`config.mk`:
```
export PLATFORM = sky130hd
export DESIGN_NAME = vac_regs
export DESIGN_NICKNAME = d
export VERILOG_FILES = /design/src/pkg/vac_pkg.sv /design/src/rtl/vac_clamp_gen.sv /design/src/rtl/vac_regs.sv
export SDC_FILE = /design/constraint.sdc
export NUM_CORES = 1
export LEC_CHECK = 0
export ABC_AREA = 1
export BUFFER_PORTS_ARGS = -buffer_cell sky130_fd_sc_hd__clkbuf_2
export CAP_MARGIN = 15
export CELL_PAD_IN_SITES_DETAIL_PLACEMENT = 0
export CELL_PAD_IN_SITES_GLOBAL_PLACEMENT = 1
export CORE_UTILIZATION = 45
export CTS_BUF_LIST = sky130_fd_sc_hd__clkbuf_8
export DETAILED_ROUTE_END_ITERATION = 7
export GPL_TIMING_DRIVEN = 1
export PLACE_DENSITY_LB_ADDON = 0.1
export RECOVER_POWER = 100
export SYNTH_ARGS = -nofsm -noshare
export SYNTH_HDL_FRONTEND = slang
export SYNTH_SLANG_ARGS = --single-unit
```
`constraint.sdc`:
```
create_clock -name core_clk -period 7.16 [get_ports core_clk]
set_clock_uncertainty 0.15 [all_clocks]
set_input_delay 1.432 -clock core_clk [delete_from_list [all_inputs] [get_ports core_clk]]
set_output_delay 1.432 -clock core_clk [all_outputs]
set_load 0.005 [all_outputs]
```
`src/pkg/vac_pkg.sv`:
```
// Purpose: Shared constants for the video amplifier control register bank
// Assumes: Byte-wide registers at 16-bit sub-addresses, one byte used of two
// Notes:   Timing counts derive from the 40 MHz core clock
package vac_pkg;
    // Register sub-addresses
    localparam logic [15:0] ADDR_FIRST      = 16'h0F03;
    localparam logic [15:0] ADDR_MAIN_GAIN  = 16'h0F03;
    localparam logic [15:0] ADDR_BLACK      = 16'h0F04;
    localparam logic [15:0] ADDR_RED_FINE   = 16'h0F05;
    localparam logic [15:0] ADDR_GREEN_FINE = 16'h0F06;
    localparam logic [15:0] ADDR_BLUE_FINE  = 16'h0F07;
    localparam logic [15:0] ADDR_OVL_GAIN   = 16'h0F08;
    localparam logic [15:0] ADDR_RED_CUT    = 16'h0F09;
    localparam logic [15:0] ADDR_GREEN_CUT  = 16'h0F0A;
    localparam logic [15:0] ADDR_BLUE_CUT   = 16'h0F0B;
    localparam logic [15:0] ADDR_CUT_BLACK  = 16'h0F0C;
    localparam logic [15:0] ADDR_HT_BLANK   = 16'h0F0D;
    localparam logic [15:0] ADDR_CLAMP      = 16'h0F0E;
    localparam logic [15:0] ADDR_HT_COLOR3  = 16'h0F0F;
    localparam int          NUM_REGS        = 13;

    // Reset values; unspecified ones held at zero
    localparam logic [7:0] RST_MID   = 8'h80;
    localparam logic [7:0] RST_ZERO  = 8'h00;
    localparam logic [7:0] RST_CLAMP = 8'h10;

    // Writable bit masks, unused bits read zero
    localparam logic [7:0] MASK_FULL   = 8'hFF;
    localparam logic [7:0] MASK_CLAMP  = 8'hFB;
    localparam logic [7:0] MASK_COLOR3 = 8'h0F;

    // Field positions
    localparam int HT_EN_BIT     = 0;
    localparam int SOFT_BLANK_BIT = 7;
    localparam int CLAMP_SRC_BIT = 7;
    localparam int CLAMP_POL_BIT = 6;
    localparam int FLYB_POL_BIT  = 5;
    localparam int CLAMP_W_HI    = 4;
    localparam int CLAMP_W_LO    = 3;
    localparam int CUT_OFS_HI    = 1;
    localparam int COLOR_HI      = 2;
    localparam int TEST_BIT      = 3;

    // Clamp width table, picoseconds, and cycle counts at core clock
    localparam int CLK_PERIOD_PS = 25000;
    localparam int CLAMP_W0_PS   = 330000;
    localparam int CLAMP_W1_PS   = 660000;
    localparam int CLAMP_W2_PS   = 1000000;
    localparam int CLAMP_W3_PS   = 1330000;
    localparam logic [7:0] CLAMP_W0_CYC = 8'(CLAMP_W0_PS / CLK_PERIOD_PS);
    localparam logic [7:0] CLAMP_W1_CYC = 8'(CLAMP_W1_PS / CLK_PERIOD_PS);
    localparam logic [7:0] CLAMP_W2_CYC = 8'(CLAMP_W2_PS / CLK_PERIOD_PS);
    localparam logic [7:0] CLAMP_W3_CYC = 8'(CLAMP_W3_PS / CLK_PERIOD_PS);

    // Display memory and font figures
    localparam int DISP_WORDS     = 512;
    localparam int DISP_WIDTH     = 16;
    localparam int ERASE_AREAS    = 480;
    localparam int ROW_STRIDE     = 32;
    localparam int ROW_USED       = 30;
    localparam int SPARE_INDEX    = 255;
    localparam int SKIP_ROW       = 15;
    localparam int FONT_COUNT     = 448;
    localparam logic [8:0] BLANK_FONT = 9'h000;
endpackage

```
`src/rtl/vac_clamp_gen.sv`:
```
// Purpose: Clamp pulse source: internal from flyback or external pin
// Assumes: Pins already synchronised by the caller
// Notes:   Pulse starts on flyback active edge
`timescale 1ns/1ps
module vac_clamp_gen (
    // Clock and reset
    input  wire logic       core_clk,
    input  wire logic       rst,
    // Configuration
    input  wire logic       clampSourceSelect,
    input  wire logic       clampPolarity,
    input  wire logic       flybackPolarity,
    input  wire logic [1:0] clampWidth,
    // Synchronised pins
    input  wire logic       flybackSync,
    input  wire logic       clampPinSync,
    // Result
    output logic            clampPulse
);
    logic       flybackPrev;
    logic [7:0] count;
    logic       next_flybackPrev;
    logic [7:0] next_count;
    logic       next_clampPulse;
    logic       flybackActive;
    logic [7:0] widthCycles;

    always_comb begin
        flybackActive = flybackSync ^ ~flybackPolarity;
        case (clampWidth)
            2'h0: widthCycles = vac_pkg::CLAMP_W0_CYC;
            2'h1: widthCycles = vac_pkg::CLAMP_W1_CYC;
            2'h2: widthCycles = vac_pkg::CLAMP_W2_CYC;
            default: widthCycles = vac_pkg::CLAMP_W3_CYC;
        endcase
        next_flybackPrev = flybackActive;
        next_count = count;
        if (flybackActive && !flybackPrev) begin
            next_count = widthCycles;
        end else if (count != 8'h00) begin
            next_count = count - 8'h01;
        end
        if (clampSourceSelect) begin
            // External pulse; polarity only matters here
            next_clampPulse = clampPinSync ^ clampPolarity;
        end else begin
            next_clampPulse = (next_count != 8'h00);
        end
    end

    always_ff @(posedge core_clk) begin
        if (rst) begin
            // Level seen at release is not an edge; avoids a false pulse after reset
            flybackPrev <= 1'b1;
            count       <= 8'h00;
            clampPulse  <= 1'b0;
        end else begin
            flybackPrev <= next_flybackPrev;
            count       <= next_count;
            clampPulse  <= next_clampPulse;
        end
    end
endmodule

```
`src/rtl/vac_regs.sv`:
```
// Purpose: Amplifier control register bank with clamp and half-tone controls
// Assumes: Host issues single-cycle write and read strobes on core_clk
// Notes:   Display memory and font figures exported as constants only
`timescale 1ns/1ps
module vac_regs (
    // Clock and reset
    input  wire logic        core_clk,
    input  wire logic        rst,
    // Register access port
    input  wire logic        regWrite,
    input  wire logic        regRead,
    input  wire logic [15:0] regAddr,
    input  wire logic [15:0] regWriteData,
    output logic      [15:0] regReadData,
    output logic             regReadValid,
    output logic             regAddrError,
    // Pins
    input  wire logic        horizontal_flyback_in,
    input  wire logic        clamp_pulse_in,
    // Amplifier controls
    output logic [7:0]       mainGain,
    output logic [7:0]       blackLevel,
    output logic [7:0]       redFineGain,
    output logic [7:0]       greenFineGain,
    output logic [7:0]       blueFineGain,
    output logic [7:0]       overlayGain,
    output logic [7:0]       redCutoff,
    output logic [7:0]       greenCutoff,
    output logic [7:0]       blueCutoff,
    output logic [7:0]       cutoffBlack,
    output logic [1:0]       cutoffOffset,
    output logic             soft_blank,
    // Half-tone colour selects, gated by enable
    output logic [2:0]       halftoneColor1,
    output logic [2:0]       halftoneColor2,
    output logic [2:0]       halftoneColor3,
    output logic             halftoneActive,
    output logic             test_mode_bit,
    // Clamp
    output logic             clampPulse
);
    localparam logic [7:0] RESETS [vac_pkg::NUM_REGS] = '{
        vac_pkg::RST_MID, vac_pkg::RST_ZERO, vac_pkg::RST_MID, vac_pkg::RST_ZERO,
        vac_pkg::RST_ZERO, vac_pkg::RST_ZERO, vac_pkg::RST_MID, vac_pkg::RST_MID,
        vac_pkg::RST_MID, vac_pkg::RST_ZERO, vac_pkg::RST_ZERO, vac_pkg::RST_CLAMP,
        vac_pkg::RST_ZERO};
    localparam logic [7:0] MASKS [vac_pkg::NUM_REGS] = '{
        vac_pkg::MASK_FULL, vac_pkg::MASK_FULL, vac_pkg::MASK_FULL, vac_pkg::MASK_FULL,
        vac_pkg::MASK_FULL, vac_pkg::MASK_FULL, vac_pkg::MASK_FULL, vac_pkg::MASK_FULL,
        vac_pkg::MASK_FULL, vac_pkg::MASK_FULL, vac_pkg::MASK_FULL, vac_pkg::MASK_CLAMP,
        vac_pkg::MASK_COLOR3};

    // Register slots follow the sub-address order
    localparam int IDX_HT_BLANK = int'(vac_pkg::ADDR_HT_BLANK - vac_pkg::ADDR_FIRST);
    localparam int IDX_CLAMP    = int'(vac_pkg::ADDR_CLAMP - vac_pkg::ADDR_FIRST);
    localparam int IDX_COLOR3   = int'(vac_pkg::ADDR_HT_COLOR3 - vac_pkg::ADDR_FIRST);
    localparam int COLOR_W      = vac_pkg::COLOR_HI + 1;
    localparam int COLOR1_LO    = vac_pkg::HT_EN_BIT + 1;
    localparam int COLOR2_LO    = COLOR1_LO + COLOR_W;

    // Display memory and fonts sit outside this bank; only their figures are kept
    localparam int DISP_ADDR_W  = $clog2(vac_pkg::DISP_WORDS);
    localparam int ROW_SHIFT    = $clog2(vac_pkg::ROW_STRIDE);
    localparam int ERASE_CELLS  = vac_pkg::ERASE_AREAS;
    localparam int FONT_IDX_W   = $clog2(vac_pkg::FONT_COUNT);

    logic [7:0]  regs      [vac_pkg::NUM_REGS];
    logic [7:0]  next_regs [vac_pkg::NUM_REGS];
    logic [15:0] next_regReadData;
    logic        next_regReadValid;
    logic        next_regAddrError;
    logic [15:0] offset;
    logic [3:0]  index;
    logic        hit;
    logic        flybackMeta;
    logic        flybackSync;
    logic        clampMeta;
    logic        clampSync;

    // Index decode; the host sees one byte in the low lane
    // Indices past the last slot are never used: every access needs a hit
    always_comb begin
        offset = regAddr - vac_pkg::ADDR_FIRST;
        index  = offset[3:0];
        hit    = (regAddr >= vac_pkg::ADDR_FIRST) && (regAddr <= vac_pkg::ADDR_HT_COLOR3);
    end

    // One register per entry, masked so unused bits stay zero
    genvar gi;
    generate
        for (gi = 0; gi < vac_pkg::NUM_REGS; gi++) begin : g_reg
            always_comb begin
                next_regs[gi] = regs[gi];
                if (regWrite && hit && (index == 4'(gi))) begin
                    next_regs[gi] = regWriteData[7:0] & MASKS[gi];
                end
            end
            always_ff @(posedge core_clk) begin
                if (rst) begin
                    regs[gi] <= RESETS[gi];
                end else begin
                    regs[gi] <= next_regs[gi];
                end
            end
        end
    endgenerate

    always_comb begin
        next_regReadValid = regRead;
        next_regAddrError = (regRead || regWrite) && !hit;
        next_regReadData  = 16'h0000;
        if (regRead && hit) begin
            next_regReadData = {8'h00, regs[index]};
        end
    end

    always_ff @(posedge core_clk) begin
        if (rst) begin
            regReadData  <= 16'h0000;
            regReadValid <= 1'b0;
            regAddrError <= 1'b0;
        end else begin
            regReadData  <= next_regReadData;
            regReadValid <= next_regReadValid;
            regAddrError <= next_regAddrError;
        end
    end

    // Pin synchronisers
    always_ff @(posedge core_clk) begin
        if (rst) begin
            flybackMeta <= 1'b0;
            flybackSync <= 1'b0;
            clampMeta   <= 1'b0;
            clampSync   <= 1'b0;
        end else begin
            flybackMeta <= horizontal_flyback_in;
            flybackSync <= flybackMeta;
            clampMeta   <= clamp_pulse_in;
            clampSync   <= clampMeta;
        end
    end

    // Control outputs registered; one cycle behind the register contents
    logic [7:0] ht;
    logic [7:0] c3;
    always_comb begin
        ht = regs[IDX_HT_BLANK];
        c3 = regs[IDX_COLOR3];
    end

    always_ff @(posedge core_clk) begin
        if (rst) begin
            mainGain       <= vac_pkg::RST_MID;
            blackLevel     <= vac_pkg::RST_ZERO;
            redFineGain    <= vac_pkg::RST_MID;
            greenFineGain  <= vac_pkg::RST_ZERO;
            blueFineGain   <= vac_pkg::RST_ZERO;
            overlayGain    <= vac_pkg::RST_ZERO;
            redCutoff      <= vac_pkg::RST_MID;
            greenCutoff    <= vac_pkg::RST_MID;
            blueCutoff     <= vac_pkg::RST_MID;
            cutoffBlack    <= vac_pkg::RST_ZERO;
            cutoffOffset   <= 2'h0;
            soft_blank     <= 1'b0;
            halftoneColor1 <= 3'h0;
            halftoneColor2 <= 3'h0;
            halftoneColor3 <= 3'h0;
            halftoneActive <= 1'b0;
            test_mode_bit  <= 1'b0;
        end else begin
            mainGain       <= regs[0];
            blackLevel     <= regs[1];
            redFineGain    <= regs[2];
            greenFineGain  <= regs[3];
            blueFineGain   <= regs[4];
            overlayGain    <= regs[5];
            redCutoff      <= regs[6];
            greenCutoff    <= regs[7];
            blueCutoff     <= regs[8];
            cutoffBlack    <= regs[9];
            cutoffOffset   <= regs[IDX_CLAMP][vac_pkg::CUT_OFS_HI:0];
            soft_blank     <= ht[vac_pkg::SOFT_BLANK_BIT];
            halftoneActive <= ht[vac_pkg::HT_EN_BIT];
            // Selections forced to black unless half-tone is on
            halftoneColor1 <= ht[vac_pkg::HT_EN_BIT] ? ht[COLOR1_LO +: COLOR_W] : 3'h0;
            halftoneColor2 <= ht[vac_pkg::HT_EN_BIT] ? ht[COLOR2_LO +: COLOR_W] : 3'h0;
            // Bit order green, red, blue
            halftoneColor3 <= ht[vac_pkg::HT_EN_BIT] ?
                              c3[vac_pkg::COLOR_HI:0] : 3'h0;
            // Passed out for visibility; host is expected to keep it low
            test_mode_bit  <= c3[vac_pkg::TEST_BIT];
        end
    end

    vac_clamp_gen u_clamp (
        .core_clk          (core_clk),
        .rst               (rst),
        .clampSourceSelect (regs[IDX_CLAMP][vac_pkg::CLAMP_SRC_BIT]),
        .clampPolarity     (regs[IDX_CLAMP][vac_pkg::CLAMP_POL_BIT]),
        .flybackPolarity   (regs[IDX_CLAMP][vac_pkg::FLYB_POL_BIT]),
        .clampWidth        (regs[IDX_CLAMP][vac_pkg::CLAMP_W_HI:vac_pkg::CLAMP_W_LO]),
        .flybackSync       (flybackSync),
        .clampPinSync      (clampSync),
        .clampPulse        (clampPulse)
    );
endmodule

```
---- Word-level counts from Yosys, hierarchy flattened ----
Memories as Yosys holds them, arrays and structs flattened. A register that Yosys moved wholly into a read port is not among the register bits.
Cells that the tools add are included.
operators by class
  equal/unequal tests ..................... 14
  add/sub/neg operators ................... 2
  $lt $le $gt $ge ......................... 2
  reduce and logical (&&, ||, !) cells .... 27
  bitwise logic cells ..................... 18
  multiplexer cells ....................... 33
operator list
  kind                                                               count
  2-to-1 mux 8 bit                                                   28
  equality test 4 bit (second input constant)                        5
  logical AND 1 bit                                                  18
  one-hot mux 6 bit (3 select lines)                                 1
  equality test 4 x 3 -> 1 bit (second input constant)               4
  >= comparator 16 x 12 -> 1 bit (second input constant)             1
  less-or-equal comparator 16 x 12 -> 1 bit (second input constant)  1
  nonzero test 8 bit                                                 2
  OR 1 bit                                                           13
  equality test 4 x 2 -> 1 bit (second input constant)               2
  subtractor 8 x 1 -> 8 bit (second input constant)                  1
  equality test 4 x 1 -> 1 bit (second input constant)               1
  logical NOT 4 bit                                                  1
  2-to-1 mux 1 bit                                                   4
  OR reduction 2 bit                                                 2
  subtractor 4 x 2 -> 4 bit (second input constant)                  1
  NOT 1 bit                                                          3
  equality test 2 x 1 -> 1 bit (second input constant)               1
  equality test 2 bit (second input constant)                        1
  logical NOT 1 bit                                                  2
  logical NOT 2 bit                                                  1
  XOR 1 bit                                                          2
  logical OR 1 bit                                                   1
word-level totals
  memory bits (writable) .................. 104
  memories ................................ 1
  word-level logic and storage cells ...... 124
  register bits after elaboration ......... 118
  input bits .............................. 38
memory list
  memory  words  bits a word  read ports  clocked after memory_dff  wr ports  RTL line        RTL
  regs    13     8            14          1                         13        vac_regs.sv:67  logic [7:0] regs [vac_pkg::NUM_REGS];

---- Longest topological paths before layout ----
An unclocked memory read counts as a cell.
  word-level depth ........................ 7
  mapped depth ............................ 14
  gate-level depth less buffers ........... 12

---- Cells and area by module ----
A second synthesis with hierarchy kept.
unflattened totals
  cell total of the unflattened synthesis .. 1,260
  area total of the unflattened synthesis .. 9,028.7 sq um
by module, submodules not included
  module         cells an instance  seq. area each (sq um)  area each (sq um)  times used
  vac_regs       1,150              4,144.0                 8,315.5            1
  vac_clamp_gen  110                200.2                   713.2              1

---- Least setup slack after synthesis ----
OpenSTA, ideal clock, no wires.
  kind .................................... input-to-reg
  start point ............................. input regAddr[0]
  end point ............................... register regReadData[2] (read register of regs)
  arrival time ............................ 3.402 ns
  stages .................................. 13
  setup slack ............................. 3.538 ns
  required time ........................... 6.940 ns
  cell sequence ........................... inv_2 clkbuf_1 clkbuf_1 ha_1 clkbuf_1 inv_1 clkbuf_1 o21ai_0 o21ai_0 nand2_1 o21ai_0 nand2_1 a21oi_1
on the way
  word-level cells in the longest chain between the ends .. 5
  elaborated cells on any way between the ends .. 7
RTL lines
  element                                                                                             RTL line         RTL
  start: declaration                                                                                  vac_regs.sv:12   input wire logic [15:0] regAddr,
  >= comparator 16 x 12 -> 1 bit / less-or-equal comparator 16 x 12 -> 1 bit (equally long branches)  vac_regs.sv:85   hit = (regAddr >= vac_pkg::ADDR_FIRST) && (regAddr <= vac_pkg::ADDR_HT_COLOR3);
  logical AND 1 bit                                                                                   vac_regs.sv:85
  logical AND 1 bit                                                                                   vac_regs.sv:112  if (regRead && hit) begin
  NOT 1 bit (no line)                                                                                 -
  OR reduction 2 bit (no line)                                                                        -
  end: declaration                                                                                    vac_regs.sv:14   output logic [15:0] regReadData,
Several ways; a longest one is shown, not always the timed one.
A chain may end at the register's enable or synchronous reset.

---- Final worst setup path ----
Same ends and word-level chain as after synthesis.

==> summary.md <==
| Metric | Value |
|---|---|
| Violated checks | `max-capacitance violations, max-slew violations` |
| Initial Util | `45.87%` |
| Crit-path max FO | `41` |
| Die width | `137.1 um` |
| DRT antenna net count | `0` |
| Final max-slew violation count | `44` |
| Distinct cells, synth | `25` |
| Filler cells | `1865` |
| Total CTS buffers | `37` |
| Placed Cells | `1427` |
| # diodes | `0` |
| # IOs | `151` |
| Root Driver | `clkbuf_8` |
| CTS H-Tree Depth | `2` |
| Most frequent cells in the layout | `nor2_1 (317), dfxtp_1 (217), o21ai_0 (154)` |
| Number of global-route vias before repair | `6421` |
| Cell Rows | `49` |
| Syn Area/Cell | `7.411 um2` |
| Flops & latches, synth | `217` |
| Syn-to-layout area delta | `17.17%` |
| Layout net count | `1285` |
| Core Util, Final | `53.75%` |
| Drt drc | `0` |
| Crit-path leading delay family | `buffers and inverters` |
| Rel. slew slack | `-27.61%` |
| Max stage delay on crit path | `1.01 ns` |
| Synthesized instance count | `1108` |
| Most used cell, CP | `o21ai_0` |
| Most common cell after layout, fill and taps aside | `nor2_1` |
| Largest net degree at the start of global routing | `71` |
| Peak supply drop | `0.1581 mV` |
| First-pass GRT wire length | `34.72 mm` |
| Hold_buf cts | `0` |
| Critical Path Start Type | `primary input` |
| PortBufs | `134` |
| Worst hold path class | `reg2reg` |
| CTS tree | `done` |
| Fin Setup TNS | `0 ns` |
| Drt pass-1 iters | `5` |
| Fin Hold WS | `0.2727 ns` |
| RSZ-0062 raised after global routing | `no` |
| Register area | `0.004344 mm2` |
| Longest Clk Path Bufs | `3` |
| Clk sinks | `217` |
| Setup-failing EPs final | `0` |
| CORE AREA | `0.01790 mm2` |
| Status | `complete, but fails checks` |
| Worst path bufs/invs | `4` |
| Max Clock Freq | `0.1908 GHz` |
| Fin cells | `1489` |
| Die H | `137.1 um` |
| Layout cells sized above 1 | `11.75%` |
| DRT Wirelength | `22.42 mm` |
| DR vias/cell | `4.801` |
| Cell leakage power | `4.155 nW` |
| Setup slack, reg-to-reg | `5.31 ns` |
| Vias | `7149` |
| Worst-Margin Slew | `1.914 ns` |
| Final hold vios | `0` |
| Min Tclk post-route | `5.242 ns` |
| Critical Path RT | `7.46 ns` |
| Critical-path cell list | `clkbuf_2 > inv_1 > ha_1 > clkbuf_1 > inv_1 > a21oi_1 > o21ai_0 > o21ai_0 > nand2_1 > o21ai_0 > nand2_1 > a21oi_1` |
| GPL Wtd Cong | `0.8236` |
| Initial antenna violation count | `0` |
| Slowest-stage cell, CP | `clkbuf_1` |
| Setup crit end kind | `flop` |
| Post-CTS resize count | `0` |
| MaxCap Viol Count | `1` |
| PD cells | `276.4 mW/mm2` |
| Final Cycle Share | `73.21%` |
| Clock latency on the worst-skew pair | `0.52 ns` |
| Cell Area, Synth | `0.008212 mm2` |
| Register area share after synthesis | `52.90%` |
| Placed cell area | `0.008987 mm2` |
| Die Area | `0.01879 mm2` |
| Post-DP HPWL | `15.15 mm` |
| Post-route cell area | `0.009622 mm2` |
| Post-CTS setup buffer count | `0` |
| Worst EP arrival | `5.54 ns` |
| Critical path class | `in2reg` |
| GRT Total Usage | `24.45%` |
| GRT overflow | `0` |
| Drt first-iter violations | `417` |
| Area of the multi-input gates | `0.003090 mm2` |
| Drt wl/cell | `15.05 um` |
| CTS clk-pin slew, worst paths | `0.06 ns` |
| Synth warnings | `0` |
[area by class of cell]
cell class / instances / share of cell area, %
Tap cell: 229 / 2.978
Sequential cell: 217 / 45.15
Clock buffer: 47 / 6.723
Timing Repair Buffer: 138 / 6.567
Multi-Input combinational cell: 694 / 32.12
Clock inverter: 14 / 0.6112
Inverter: 150 / 5.852
[Yosys cell counts]
master	count	share of area [%]
nor2_2	3	0.23
nand3_1	23	1.4
o21ai_0	153	9.3
a21oi_1	61	3.7
xor2_2	3	0.59
o211ai_1	3	0.27
buf_4	8	0.73
o21ai_1	1	0.061
buf_1	1	0.046
or2_2	2	0.15
nand3b_1	2	0.18
clkbuf_1	45	2.1
nor3_1	2	0.12
clkinv_1	1	0.046
inv_2	15	0.69
o21ai_2	1	0.11
nand2_1	95	4.3
nor2_1	317	14
nand4_1	8	0.61
dfxtp_1	217	53
ha_1	9	1.4
inv_1	134	6.1
conb_1	1	0.046
nor2_4	2	0.27
xor2_1	1	0.11
[worst register-to-register path, cell delays in order (launching register included)]
cell and delay [ns]:
dfxtp_1 0.30, inv_1 0.16, ha_1 0.17, inv_1 0.04, nor2_1 0.16, nand2_1 0.19, nand2_1 0.19, nor2_1 0.08
nor2_1 0.08, nand3_1 0.08, nor2_1 0.10, nor2_1 0.04
[cells by family after synthesis]
logic type	synth area share, %
xor+xnor	0.7010
compound gates	13.48
flops	52.90
buf+inv	9.691
fa+ha+maj	1.371
other cells	0.04567
simple gates	21.80
[per-layer routing]
metal / track usage, % / up-vias / wire length, um
met4: 7.082 / 0 / 307
met2: 37.93 / 204 / 10100
li1: - / 3680 / -
met5: 0 / - / 0
met3: 4.074 / 26 / 1316
met1: 34.72 / 3239 / 10690
[flip-flops by register name, indices dropped and copies added, names as in the netlist, 2 cells and up]
signal / flops
cutoffBlack: 8
regReadData: 8
halftoneColor2: 3
mainGain: 8
blueCutoff: 8
greenFineGain: 8
blackLevel: 8
greenCutoff: 8
redFineGain: 8
regs: 99
redCutoff: 8
blueFineGain: 8
u_clamp.count: 8
cutoffOffset: 2
halftoneColor1: 3
halftoneColor3: 3
overlayGain: 8
[through the flow]
stage / setup WS, ns / power, W
after floorplan: 3.538 / 0.001543
after detailed placement: 1.975 / 0.001627
final: 1.918 / 0.002659
after global placement: 1.980 / 0.001626
after CTS: 2.510 / 0.002688
after global routing: 1.584 / 0.002796
[worst paths after layout]
kind                          startpoint                             to  cells past startpoint
min                 clampMeta$_SDFF_PP0_           clampSync$_SDFF_PP0_                      2
min reg2reg         clampMeta$_SDFF_PP0_           clampSync$_SDFF_PP0_                      2
max                           regAddr[0]      regReadData[2]$_SDFF_PP0_                     12
max reg2reg  u_clamp.count[0]$_SDFF_PP0_  u_clamp.clampPulse$_SDFF_PP0_                     11
[where the power goes]
| part | total [W] | internal [W] | switching [W] |
|---|---|---|---|
| Combinational | 0.000352 | 0.000112 | 0.000240 |
| Sequential | 0.00125 | 0.00123 | 0.0000161 |
| Clock | 0.00106 | 0.000585 | 0.000473 |
(Power assumes the default switching activity.)
